==> src/mbs_pkg.sv <==
// constants, types and register map of the mechanical brake sequencer
// assumes one control clock shared with the drive speed control logic
package mbs_pkg;

	// apb register byte addresses
	localparam logic [7:0] ADDR_CTRL      = 8'h00;
	localparam logic [7:0] ADDR_OPEN_DLY  = 8'h04;
	localparam logic [7:0] ADDR_CLOSE_DLY = 8'h08;
	localparam logic [7:0] ADDR_CLOSE_LVL = 8'h0C;
	localparam logic [7:0] ADDR_STATUS    = 8'h10;
	localparam logic [7:0] ADDR_SPEED     = 8'h14;
	localparam logic [7:0] ADDR_CLOSE_CNT = 8'h18;

	// widths
	localparam int unsigned AW    = 8;
	localparam int unsigned DW    = 32;
	localparam int unsigned DLY_W = 16;
	localparam int unsigned SPD_W = 16;
	localparam int unsigned CNT_W = 16;

	// control and status register fields
	localparam int unsigned CTRL_EN_BIT   = 0;
	localparam int unsigned CTRL_RSEL_LSB = 1;
	localparam int unsigned RSEL_W        = 2;
	localparam int unsigned STAT_W        = 5;
	localparam int unsigned STATE_LSB     = 8;
	localparam int unsigned STATE_W       = 3;

	// reset values and the close counter step
	localparam logic             CTRL_EN_RST   = 1'b0;
	localparam logic [DLY_W-1:0] OPEN_DLY_RST  = 16'h0000;
	localparam logic [DLY_W-1:0] CLOSE_DLY_RST = 16'h0000;
	localparam logic [SPD_W-1:0] CLOSE_LVL_RST = 16'h0000;
	localparam logic [CNT_W-1:0] CNT_ONE       = 16'h0001;

	// what the relay output follows
	typedef enum logic [1:0] {
		RSEL_BRAKE_CMD = 2'b00,
		RSEL_OFF       = 2'b01,
		RSEL_ON        = 2'b10,
		RSEL_BRAKE_INV = 2'b11
	} mbs_rsel_e;

	// sequencer states
	typedef enum logic [2:0] {
		ST_DISABLED      = 3'b000,
		ST_OPENING       = 3'b001,
		ST_OPEN          = 3'b010,
		ST_CLOSING_WAIT  = 3'b011,
		ST_CLOSING_DELAY = 3'b100,
		ST_CLOSED        = 3'b101
	} mbs_state_e;

	// brake status word: b0 open, b1 spare, b2 hold, b3 ramp-down, b4 enabled
	typedef struct packed {
		logic enabled;
		logic ramp_req;
		logic hold_req;
		logic spare;
		logic brake_open;
	} mbs_status_s;

	// signals taken from the drive control logic
	typedef struct packed {
		logic             start_cmd;
		logic             run_status;
		logic [SPD_W-1:0] speed;
	} mbs_drive_in_s;

endpackage

==> src/mbs_delay_timer.sv <==
// delay timer counted in control cycles, restarted on state entry
// assumes restart is a one-cycle pulse and active stays high while in the state
module mbs_delay_timer (
	input  wire logic                      pclk,
	input  wire logic                      presetn,
	input  wire logic                      restart,
	input  wire logic                      active,
	input  wire logic [mbs_pkg::DLY_W-1:0] limit,
	output logic                           done
);

	logic [mbs_pkg::DLY_W-1:0] cnt_r;
	logic                      done_r;

	// count up while active, stop at the limit
	always_ff @(posedge pclk or negedge presetn) begin
		if (!presetn) begin
			cnt_r <= '0;
		end else if (restart) begin
			cnt_r <= '0;
		end else if (active && cnt_r < limit) begin
			cnt_r <= cnt_r + 1'b1;
		end
	end

	// expiry flag, dropped on restart
	always_ff @(posedge pclk or negedge presetn) begin
		if (!presetn) begin
			done_r <= 1'b0;
		end else begin
			done_r <= active && !restart && cnt_r >= limit;
		end
	end

	assign done = done_r;

endmodule

==> src/mbs_speed_cmp.sv <==
// magnitude of the signed motor speed and its comparison to the close level
// assumes speed arrives from logic on the same clock
module mbs_speed_cmp (
	input  wire logic                      pclk,
	input  wire logic                      presetn,
	input  wire logic [mbs_pkg::SPD_W-1:0] speed,
	input  wire logic [mbs_pkg::SPD_W-1:0] level,
	output logic [mbs_pkg::SPD_W-1:0]      speed_abs,
	output logic                           below
);

	logic [mbs_pkg::SPD_W-1:0] abs_r;
	logic                      below_r;
	logic [mbs_pkg::SPD_W-1:0] mag;

	// two's complement magnitude, sign bit on top
	assign mag = speed[mbs_pkg::SPD_W-1] ? (~speed + 1'b1) : speed;

	// registered magnitude and strict below-level flag
	always_ff @(posedge pclk or negedge presetn) begin
		if (!presetn) begin
			abs_r   <= '0;
			below_r <= 1'b0;
		end else begin
			abs_r   <= mag;
			below_r <= mag < level;
		end
	end

	assign speed_abs = abs_r;
	assign below     = below_r;

endmodule

==> src/mbs_brake_seq.sv <==
// mechanical brake sequencer with apb register access
// assumes drive inputs come from logic on pclk, so they are not synchronised
module mbs_brake_seq (
	input  wire logic                         pclk,
	input  wire logic                         presetn,
	input  wire logic                         psel,
	input  wire logic                         penable,
	input  wire logic                         pwrite,
	input  wire logic [mbs_pkg::AW-1:0]       paddr,
	input  wire logic [mbs_pkg::DW-1:0]       pwdata,
	output logic [mbs_pkg::DW-1:0]            prdata,
	output logic                              pready,
	output logic                              pslverr,
	input  wire mbs_pkg::mbs_drive_in_s       drive_in,
	output mbs_pkg::mbs_status_s              brake_status,
	output logic                              relay_out,
	output logic [mbs_pkg::STATE_W-1:0]       seq_state
);

	// register file
	logic                      ctrl_en_r;
	mbs_pkg::mbs_rsel_e        relay_one_source_select_r;
	logic [mbs_pkg::DLY_W-1:0] open_dly_r;
	logic [mbs_pkg::DLY_W-1:0] close_dly_r;
	logic [mbs_pkg::SPD_W-1:0] close_lvl_r;
	logic [mbs_pkg::CNT_W-1:0] close_cnt_r;

	// apb slave state
	logic                      pready_r;
	logic                      pslverr_r;
	logic [mbs_pkg::DW-1:0]    prdata_r;
	logic [mbs_pkg::DW-1:0]    rdata_nxt;
	logic                      addr_ok;
	logic                      acc_wait;
	logic                      acc_done;

	// sequencer state and outputs
	mbs_pkg::mbs_state_e       state_r;
	mbs_pkg::mbs_state_e       state_nxt;
	mbs_pkg::mbs_status_s      status_r;
	mbs_pkg::mbs_status_s      status_nxt;
	logic                      relay_r;
	logic                      relay_nxt;

	// derived conditions
	logic                      open_req;
	logic                      close_req;
	logic                      run_lost;
	logic                      open_dly_done;
	logic                      close_dly_done;
	logic                      open_dly_restart;
	logic                      close_dly_restart;
	logic                      speed_below;
	logic [mbs_pkg::SPD_W-1:0] speed_abs;

	// ------------------------------------------------------------------
	// apb slave: one wait cycle, answer registered
	// ------------------------------------------------------------------

	// first access cycle prepares the answer, second completes it
	assign acc_wait = psel && penable && !pready_r;
	assign acc_done = psel && penable && pready_r;

	// address decode of every mapped word
	always_comb begin
		unique case (paddr)
			mbs_pkg::ADDR_CTRL,
			mbs_pkg::ADDR_OPEN_DLY,
			mbs_pkg::ADDR_CLOSE_DLY,
			mbs_pkg::ADDR_CLOSE_LVL,
			mbs_pkg::ADDR_STATUS,
			mbs_pkg::ADDR_SPEED,
			mbs_pkg::ADDR_CLOSE_CNT: addr_ok = 1'b1;
			default:                 addr_ok = 1'b0;
		endcase
	end

	// read data mux, unused upper bits read as zero
	always_comb begin
		rdata_nxt = '0;
		unique case (paddr)
			mbs_pkg::ADDR_CTRL: begin
				rdata_nxt[mbs_pkg::CTRL_EN_BIT] = ctrl_en_r;
				rdata_nxt[mbs_pkg::CTRL_RSEL_LSB +: mbs_pkg::RSEL_W] = relay_one_source_select_r;
			end
			mbs_pkg::ADDR_OPEN_DLY: begin
				rdata_nxt[mbs_pkg::DLY_W-1:0] = open_dly_r;
			end
			mbs_pkg::ADDR_CLOSE_DLY: begin
				rdata_nxt[mbs_pkg::DLY_W-1:0] = close_dly_r;
			end
			mbs_pkg::ADDR_CLOSE_LVL: begin
				rdata_nxt[mbs_pkg::SPD_W-1:0] = close_lvl_r;
			end
			mbs_pkg::ADDR_STATUS: begin
				rdata_nxt[mbs_pkg::STAT_W-1:0] = status_r;
				rdata_nxt[mbs_pkg::STATE_LSB +: mbs_pkg::STATE_W] = state_r;
			end
			mbs_pkg::ADDR_SPEED: begin
				rdata_nxt[mbs_pkg::SPD_W-1:0] = speed_abs;
			end
			mbs_pkg::ADDR_CLOSE_CNT: begin
				rdata_nxt[mbs_pkg::CNT_W-1:0] = close_cnt_r;
			end
			default: begin
				rdata_nxt = '0;
			end
		endcase
	end

	// handshake flops: pready high for exactly one cycle per transfer
	always_ff @(posedge pclk or negedge presetn) begin
		if (!presetn) begin
			pready_r  <= 1'b0;
			pslverr_r <= 1'b0;
		end else begin
			pready_r  <= acc_wait;
			pslverr_r <= acc_wait && !addr_ok;
		end
	end

	// read data captured in the wait cycle, cleared otherwise
	always_ff @(posedge pclk or negedge presetn) begin
		if (!presetn) begin
			prdata_r <= '0;
		end else if (acc_wait && !pwrite) begin
			prdata_r <= rdata_nxt;
		end else begin
			prdata_r <= '0;
		end
	end

	// control register, written at the completing edge
	always_ff @(posedge pclk or negedge presetn) begin
		if (!presetn) begin
			ctrl_en_r                 <= mbs_pkg::CTRL_EN_RST;
			relay_one_source_select_r <= mbs_pkg::RSEL_BRAKE_CMD;
		end else if (acc_done && pwrite && paddr == mbs_pkg::ADDR_CTRL) begin
			ctrl_en_r                 <= pwdata[mbs_pkg::CTRL_EN_BIT];
			relay_one_source_select_r <= mbs_pkg::mbs_rsel_e'(pwdata[mbs_pkg::CTRL_RSEL_LSB +: mbs_pkg::RSEL_W]);
		end
	end

	// delay and level settings
	always_ff @(posedge pclk or negedge presetn) begin
		if (!presetn) begin
			open_dly_r  <= mbs_pkg::OPEN_DLY_RST;
			close_dly_r <= mbs_pkg::CLOSE_DLY_RST;
			close_lvl_r <= mbs_pkg::CLOSE_LVL_RST;
		end else if (acc_done && pwrite) begin
			if (paddr == mbs_pkg::ADDR_OPEN_DLY) begin
				open_dly_r <= pwdata[mbs_pkg::DLY_W-1:0];
			end
			if (paddr == mbs_pkg::ADDR_CLOSE_DLY) begin
				close_dly_r <= pwdata[mbs_pkg::DLY_W-1:0];
			end
			if (paddr == mbs_pkg::ADDR_CLOSE_LVL) begin
				close_lvl_r <= pwdata[mbs_pkg::SPD_W-1:0];
			end
		end
	end

	// ------------------------------------------------------------------
	// request conditions taken from the drive
	// ------------------------------------------------------------------

	assign open_req  = drive_in.start_cmd;
	assign close_req = !drive_in.start_cmd;

	assign run_lost = !drive_in.run_status;

	mbs_speed_cmp u_speed_cmp (
		.pclk      (pclk),
		.presetn   (presetn),
		.speed     (drive_in.speed),
		.level     (close_lvl_r),
		.speed_abs (speed_abs),
		.below     (speed_below)
	);

	assign open_dly_restart  = state_nxt == mbs_pkg::ST_OPENING && state_r != mbs_pkg::ST_OPENING;
	assign close_dly_restart = state_nxt == mbs_pkg::ST_CLOSING_DELAY && state_r != mbs_pkg::ST_CLOSING_DELAY;

	mbs_delay_timer u_open_timer (
		.pclk    (pclk),
		.presetn (presetn),
		.restart (open_dly_restart),
		.active  (state_r == mbs_pkg::ST_OPENING),
		.limit   (open_dly_r),
		.done    (open_dly_done)
	);

	mbs_delay_timer u_close_timer (
		.pclk    (pclk),
		.presetn (presetn),
		.restart (close_dly_restart),
		.active  (state_r == mbs_pkg::ST_CLOSING_DELAY),
		.limit   (close_dly_r),
		.done    (close_dly_done)
	);

	// ------------------------------------------------------------------
	// sequencer
	// ------------------------------------------------------------------

	// next-state logic; disable overrides every other condition
	always_comb begin
		state_nxt = state_r;
		unique case (state_r)
			mbs_pkg::ST_DISABLED: begin
				if (ctrl_en_r) begin
					state_nxt = mbs_pkg::ST_CLOSED;
				end
			end
			mbs_pkg::ST_OPENING: begin
				if (run_lost) begin
					state_nxt = mbs_pkg::ST_CLOSED;
				end else if (open_dly_done) begin
					state_nxt = mbs_pkg::ST_OPEN;
				end
			end
			mbs_pkg::ST_OPEN: begin
				if (run_lost) begin
					state_nxt = mbs_pkg::ST_CLOSED;
				end else if (close_req) begin
					state_nxt = mbs_pkg::ST_CLOSING_WAIT;
				end
			end
			mbs_pkg::ST_CLOSING_WAIT: begin
				if (speed_below || run_lost) begin
					state_nxt = mbs_pkg::ST_CLOSING_DELAY;
				end else if (open_req) begin
					state_nxt = mbs_pkg::ST_OPENING;
				end
			end
			mbs_pkg::ST_CLOSING_DELAY: begin
				if (close_dly_done) begin
					state_nxt = mbs_pkg::ST_CLOSED;
				end
			end
			mbs_pkg::ST_CLOSED: begin
				if (open_req && !run_lost) begin
					state_nxt = mbs_pkg::ST_OPENING;
				end
			end
			default: begin
				state_nxt = mbs_pkg::ST_CLOSED;
			end
		endcase
		if (!ctrl_en_r) begin
			state_nxt = mbs_pkg::ST_DISABLED;
		end
	end

	// state register
	always_ff @(posedge pclk or negedge presetn) begin
		if (!presetn) begin
			state_r <= mbs_pkg::ST_DISABLED;
		end else begin
			state_r <= state_nxt;
		end
	end

	// status word decoded from the next state so it lines up with state_r
	always_comb begin
		status_nxt = '0;
		unique case (state_nxt)
			mbs_pkg::ST_DISABLED: begin
				status_nxt.brake_open = 1'b1;
			end
			mbs_pkg::ST_OPENING: begin
				status_nxt.enabled    = 1'b1;
				status_nxt.hold_req   = 1'b1;
				status_nxt.brake_open = 1'b1;
			end
			mbs_pkg::ST_OPEN: begin
				status_nxt.enabled    = 1'b1;
				status_nxt.brake_open = 1'b1;
			end
			mbs_pkg::ST_CLOSING_WAIT: begin
				status_nxt.enabled    = 1'b1;
				status_nxt.ramp_req   = 1'b1;
				status_nxt.brake_open = 1'b1;
			end
			mbs_pkg::ST_CLOSING_DELAY: begin
				status_nxt.enabled    = 1'b1;
				status_nxt.ramp_req   = 1'b1;
			end
			mbs_pkg::ST_CLOSED: begin
				status_nxt.enabled    = 1'b1;
			end
			default: begin
				status_nxt = '0;
			end
		endcase
	end

	always_comb begin
		unique case (relay_one_source_select_r)
			mbs_pkg::RSEL_BRAKE_CMD: relay_nxt = status_nxt.brake_open;
			mbs_pkg::RSEL_OFF:       relay_nxt = 1'b0;
			mbs_pkg::RSEL_ON:        relay_nxt = 1'b1;
			mbs_pkg::RSEL_BRAKE_INV: relay_nxt = !status_nxt.brake_open;
		endcase
	end

	// registered status and relay drive
	always_ff @(posedge pclk or negedge presetn) begin
		if (!presetn) begin
			status_r <= '0;
			relay_r  <= 1'b0;
		end else begin
			status_r <= status_nxt;
			relay_r  <= relay_nxt;
		end
	end

	// count of completed closing sequences, wraps
	always_ff @(posedge pclk or negedge presetn) begin
		if (!presetn) begin
			close_cnt_r <= '0;
		end else if (state_r == mbs_pkg::ST_CLOSING_DELAY && state_nxt == mbs_pkg::ST_CLOSED) begin
			close_cnt_r <= close_cnt_r + mbs_pkg::CNT_ONE;
		end
	end

	// outputs straight from flops
	assign prdata       = prdata_r;
	assign pready       = pready_r;
	assign pslverr      = pslverr_r;
	assign brake_status = status_r;
	assign relay_out    = relay_r;
	assign seq_state    = state_r;

endmodule

==> config.mk <==
export PLATFORM = sky130hd
export DESIGN_NAME = mbs_brake_seq
export DESIGN_NICKNAME = d
export VERILOG_FILES = /design/src/mbs_pkg.sv /design/src/mbs_delay_timer.sv /design/src/mbs_speed_cmp.sv /design/src/mbs_brake_seq.sv
export SDC_FILE = /design/constraint.sdc
export NUM_CORES = 1
export LEC_CHECK = 0
export BUFFER_PORTS_ARGS = -buffer_cell sky130_fd_sc_hd__buf_4
export CAP_MARGIN = 20
export CORE_MARGIN = 2
export CORE_UTILIZATION = 54
export CTS_BUF_LIST = sky130_fd_sc_hd__clkbuf_2
export CTS_CLUSTER_SIZE = 14
export DETAILED_ROUTE_END_ITERATION = 7
export PLACE_DENSITY = 0.84
export SLEW_MARGIN = 20
export SYNTH_ARGS = -nofsm -noshare
export SYNTH_HDL_FRONTEND = slang
export SYNTH_SLANG_ARGS = --single-unit
==> constraint.sdc <==
create_clock -name pclk -period 5.2 [get_ports pclk]
set_clock_uncertainty 0.2 [all_clocks]
set_input_delay 0.78 -clock pclk [delete_from_list [all_inputs] [get_ports pclk]]
set_output_delay 0.78 -clock pclk [all_outputs]
set_load 0.01 [all_outputs]
# [Word-level counts from Yosys, hierarchy flattened]
# Cells that the tools add are included.
[word_totals] regBits=160 latch_bits=0 ramBits=0 romBits=0 inputBits=63 out_inout_bits=43 word_cells=116 n_memories=0
[op_classes] n_addsub=4 n_mul=0 div=0 order_cmp=5 n_eq_ne=21 shifts=0 n_mux=27 bitwise_logic=1 reduce_logical=37
[ops] operator="2-to-1 mux 16 bit" n=6
[ops] operator="adder 16 x 1 -> 16 bit (second input constant)" n=4
[ops] operator="< comparator 16 bit" n=3
[ops] operator=">= comparator 16 bit" n=2
[ops] operator="one-hot mux 3 bit (5 select lines)" n=2
[ops] operator="2-to-1 mux 3 bit" n=9
[ops] operator="one-hot mux 5 bit (5 select lines)" n=1
[ops] operator="== test 8 x 5 -> 1 bit (second input constant)" n=3
[ops] operator="one-hot mux 3 bit (7 select lines)" n=1
[ops] operator="one-hot mux 3 bit (6 select lines)" n=1
[ops] operator="logical AND 1 bit" n=17
[ops] operator="== test 8 x 4 -> 1 bit (second input constant)" n=2
[ops] operator="NOT 16 bit" n=1
[ops] operator="== test 3 x 2 -> 1 bit (second input constant)" n=4
[ops] operator="== test 3 bit (second input constant)" n=4
[ops] operator="one-hot mux 2 bit (6 select lines)" n=1
[ops] operator="== test 8 x 3 -> 1 bit (second input constant)" n=1
[ops] operator="logical NOT 8 bit" n=1
[ops] operator="logical NOT 1 bit" n=7
[ops] operator="OR reduction 7 bit" n=1
[ops] operator="== test 3 x 1 -> 1 bit (second input constant)" n=2
[ops] operator="AND reduction 2 bit" n=3
[ops] operator="2-to-1 mux 1 bit" n=5
[ops] operator="OR reduction 5 bit" n=1
[ops] operator="other kinds (11)" n=13

# [Logic depth before layout (Yosys ltp)]
[depth] ltp_word=10 mapped_depth=13 mapped_depth_nobuf=13

# [Hierarchy]
# From an unflattened synthesis, not the netlist that was laid out.
[hier_totals] cells_unflattened=835 area_unflattened_um2=8889.8
[modules_own_cells] module="mbs_brake_seq" instances=1 cells_each=381 area_each_um2=4662.0 seq_area_each_um2=2327.2
[modules_own_cells] module="mbs_delay_timer" instances=2 cells_each=170 area_each_um2=1544.0 seq_area_each_um2=425.4
[modules_own_cells] module="mbs_speed_cmp" instances=1 cells_each=114 area_each_um2=1139.8 seq_area_each_um2=425.4

# [Least setup slack after synthesis]
# OpenSTA, ideal clock, no wires.
[synth_path] path_type="input to register" start="input drive_in[1] (netlist name)" end="register u_speed_cmp.below_r (netlist: u_speed_cmp.below)" setup_ns=0.094 t_arrival_ns=3.034 required_ns=4.906 slack_ns=1.872 path_stages=11 path_buffers=0 path_cell_list="or3_4 -> or4_4 -> o41ai_1 -> xnor2_1 -> ha_1 -> a21o_1 -> a21oi_1 -> o21ai_0 -> a21oi_1 -> nor2_1 -> a211oi_1"
[synth_via] elab_chain_cells=4
[synth_lines] element="from (decl)" line="mbs_brake_seq.sv:14" text="input wire mbs_pkg::mbs_drive_in_s drive_in,"
[synth_lines] element="NOT 16 bit" line="mbs_speed_cmp.sv:17" text="assign mag = speed[mbs_pkg::SPD_W-1] ? (~speed + 1'b1) : speed;"
[synth_lines] element="adder 16 x 1 -> 16 bit" line="mbs_speed_cmp.sv:17"
[synth_lines] element="2-to-1 mux 16 bit" line="mbs_speed_cmp.sv:17"
[synth_lines] element="named net u_speed_cmp.mag (one bit)" line="mbs_speed_cmp.sv:14" text="logic [mbs_pkg::SPD_W-1:0] mag;"
[synth_lines] element="< comparator 16 bit" line="mbs_speed_cmp.sv:26" text="below_r <= mag < level;"
[synth_lines] element="to (signal assigned)" line="mbs_speed_cmp.sv:26"
[synth_lines] element="to (decl)" line="mbs_speed_cmp.sv:13" text="logic below_r;"
# The timed path passes the listed nets, and every way through them passes these cells.
# A chain may end at the register's enable or synchronous reset.

# [Worst setup path in the final report]
[layout_path] start="input drive_in[0] (netlist name)" end="register u_speed_cmp.below_r (netlist: u_speed_cmp.below)"
# The elaborated chain is that of the path after synthesis.

==> results.py <==
metrics = {
    "place": {
        "portBuffers": 72,
        "dpl_cell_area_mm2": 0.00848,
        "hpwl_mm": 13.8,
        "place_congestion": 0.915,
    },
    "finish": {
        "drive_gt1_share_pct": 14.4,
        "antenna_cells": 0,
        "fill_cells": 1208,
        "final_common_cell": "dfrtp_1",
        "most-common-layout-cells": "dfrtp_1 (144), nand2_1 (89), o21ai_0 (78)",
        "finalInstanceArea_mm2": 0.00874,
        "areaGrowthSynthToFinish_pct": 10.6,
        "fin_nets": 1003,
    },
    "power": {
        "cellPowerDensity_mw_per_mm2": 223,
        "power.total_mw": 1.95,
        "vdd_ir_drop_max_uv": 112,
        "cellLeakagePower_nw": 4.15,
    },
    "floorplanning": {
        "dieArea_mm2": 0.0156,
        "dieHeight_um": 125,
        "rows": 44,
        "core_mm2": 0.0144,
        "dieWidth_um": 125,
        "io_pins": 106,
        "initial_utilization_pct": 54.8,
    },
    "worst_setup_path": {
        "cpPeakStageDelay_ns": 0.54,
        "worstPathRequired_ns": 5.68,
        "path_buf_inv": 2,
        "crit_path_max_fanout": 4,
        "critPathKind": "in -> reg",
        "path_cells": "dlygate4sd3_1, buf_4, or3_4, or4_4, o41ai_1, xnor2_1, ha_1, a21o_1, a21oi_1, o21ai_0, a21oi_1, nor2_1, a211oi_1",
        "slowest_stage": "dlygate4sd3_1",
        "worst_setup_path_start_kind": "input port",
        "crit_path_end_kind": "flip-flop",
        "worst_ep_arrival_time_ns": 3.96,
        "crit_family": "compound AO/OA/AOI/OAI gates",
        "cpMostUsedCell": "a21oi_1",
    },
    "clock_tree": {
        "cts_setup_buffers": 0,
        "cts_tree": "built",
        "cts_root_buf": "clkbuf_2",
        "clock_latency_ns": 0.77,
        "htreeDepth": 4,
        "cts_num_sinks": 144,
        "ctsResizeCount": 0,
        "clk_pin_slew_ns": 0.19,
        "clk_path_buf_depth": 2,
        "numCtsBuffers": 17,
    },
    "sta": {
        "post-route-min-period_ns": 3.47,
        "setup_viol": 0,
        "fmax_ghz": 0.288,
        "fin_crit_sh_pct": 66.8,
        "hold_slack_ns": 0.0315,
        "relSlewSlack_pct": 30.1,
        "maxSlewViolCount": 0,
        "rsz0062_at_grt": "no",
        "hold_violations": 0,
        "tns_ns": 0,
        "worst_slew_pin_slew_ns": 1.05,
    },
    "logic_synthesis": {
        "ys_types": 52,
        "avgSynthCellArea_um2": 9.60,
        "netlist_area_mm2": 0.00790,
        "syn-instance-count": 823,
        "synth-warning-count": 0,
        "synth_seq_area_share_pct": 45.6,
        "async_flop_share_pct": 100,
        "synthFlopType": "dfrtp_1",
        "ys_ff_latch": 144,
        "synth_edf_count": 0,
    },
    "route": {
        "avgRoutedWirePerCell_um": 17.4,
        "antenna_left": 0,
        "drc_errors": 0,
        "drtIter0Drc": 679,
        "dr.pass1.iters": 6,
        "vias_per_cell": 5.92,
        "wirelength_mm": 18.9,
        "num_vias": 6434,
    },
    "grt": {
        "grt_pass1_wl_mm": 30.8,
        "track_usage_pct": 24.9,
        "grt_pass1_vias": 6128,
        "grt.overflow.total": 0,
        "grt_max_degree": 105,
        "antenna_found_initial": 0,
    },
    "job": {
        "drv_cap": 0,
    },
    "worst_hold_path": {
        "hold_class": "in -> reg",
    },
    "status": {
        "status": "finished, final reports clean",
    },
}
-- registers in the layout, indices dropped and copies added (netlist names), 2 cells and up --
signal	cells
close_lvl_r	16
u_speed_cmp.speed_abs	16
u_close_timer.cnt_r	16
brake_status	4
relay_one_source_select_r	2
close_cnt_r	16
open_dly_r	16
u_open_timer.cnt_r	16
seq_state	3
prdata	16
close_dly_r	16
-- cell usage after synthesis (all sizes together), types with 2 or more instances --
cell type	n	area (um^2)
ha	51	638
o41ai	2	17.5
nand3	19	95.1
o31ai	9	81.3
nor3b	2	15.0
mux2	22	248
or3	20	135
a22oi	7	52.6
and4	2	17.5
a21oi	63	319
nor2	33	124
o21ai	78	390
nor3	4	20.0
nand3b	3	22.5
xor2	7	61.3
nor2b	5	31.3
o211ai	6	45.0
dfrtp	144	3600
xnor2	28	245
a221oi	6	52.6
nand2	89	334
nor4	2	12.5
inv	59	221
nand2b	5	31.3
a2111o	2	22.5
or4	9	71.3
buf	27	176
a31oi	2	12.5
a211oi	9	67.6
and3	15	93.8
mux2i	19	190
clkbuf	25	93.8
nand4	26	163
and2	6	37.5
a21o	6	45.0
-- final timing paths --
check | startpoint | endpoint | slack [ns] | cells past startpoint
hold / removal | drive_in[7] | u_speed_cmp.speed_abs[7] | 0.03 | 2
max in group asynchronous | presetn | ctrl_en_r | 3.25 | 3
setup reg to reg | open_dly_r[13] | u_open_timer.cnt_r[12] | 2.06 | 8
hold reg to reg | close_cnt_r[15] | close_cnt_r[15] | 0.29 | 1
setup / recovery | drive_in[0] | u_speed_cmp.below | 1.73 | 13
min in group asynchronous | presetn | u_close_timer.cnt_r[12] | 0.45 | 2
-- where the power goes --
group	total [mW]	leakage, nW	switching (mW)	internal, mW
clock	0.522	0.0987	0.409	0.114
sequential	1.17	1.64	0.0254	1.15
combinational	0.256	2.41	0.153	0.103
-- routing by layer --
layer | up-vias | GRT usage, % | wire length [um]
met5 | - | 0 | 0
met4 | 0 | 9.35 | 470
met3 | 44 | 6.68 | 1420
met2 | 250 | 38.2 | 8860
met1 | 3130 | 34.2 | 8120
li1 | 3010 | - | -
-- cells by family (layout without fill, tap and decap cells) --
family                     count (synthesis)  count (layout)  share of synthesized area (%)
xor gates and xnor gates                  35              35                           3.88
DFF                                      144             144                           45.6
and+or+nand+nor                          244             244                           15.7
other                                      1              17                         0.0475
buffers and inverters                    111             174                           6.23
AOI/OAI and AO/OA                        195             195                           14.6
muxes                                     42              42                           5.83
adders and majority gates                 51              51                           8.08
-- metrics by stage --
stage	worst slack, ns	instances	util (%)
floorplan	1.87	839	-
global placement	1.57	1045	58.8
detailed placement	1.53	1045	58.8
CTS	1.78	1083	60.4
global route	1.64	1086	60.6
finish	1.73	1086	60.6
-- area by class of cell --
cell class / count / area, um^2 / share of cell area, %
repair buffers: 83 / 649 / 7.43
clock buffers: 18 / 90.1 / 1.03
multi-input cells: 584 / 3870 / 44.3
well taps: 184 / 230 / 2.63
flip-flops and latches: 144 / 3600 / 41.2
clock inverters: 14 / 75.1 / 0.859
inverters: 59 / 221 / 2.53
-- timing repair --
action                                  in CTS  in global routing
hold buffers                                 6                  3
endpoints found under the setup margin       0                  0
hold endpoints to repair                   108                  4
(Power assumes the default switching activity.)
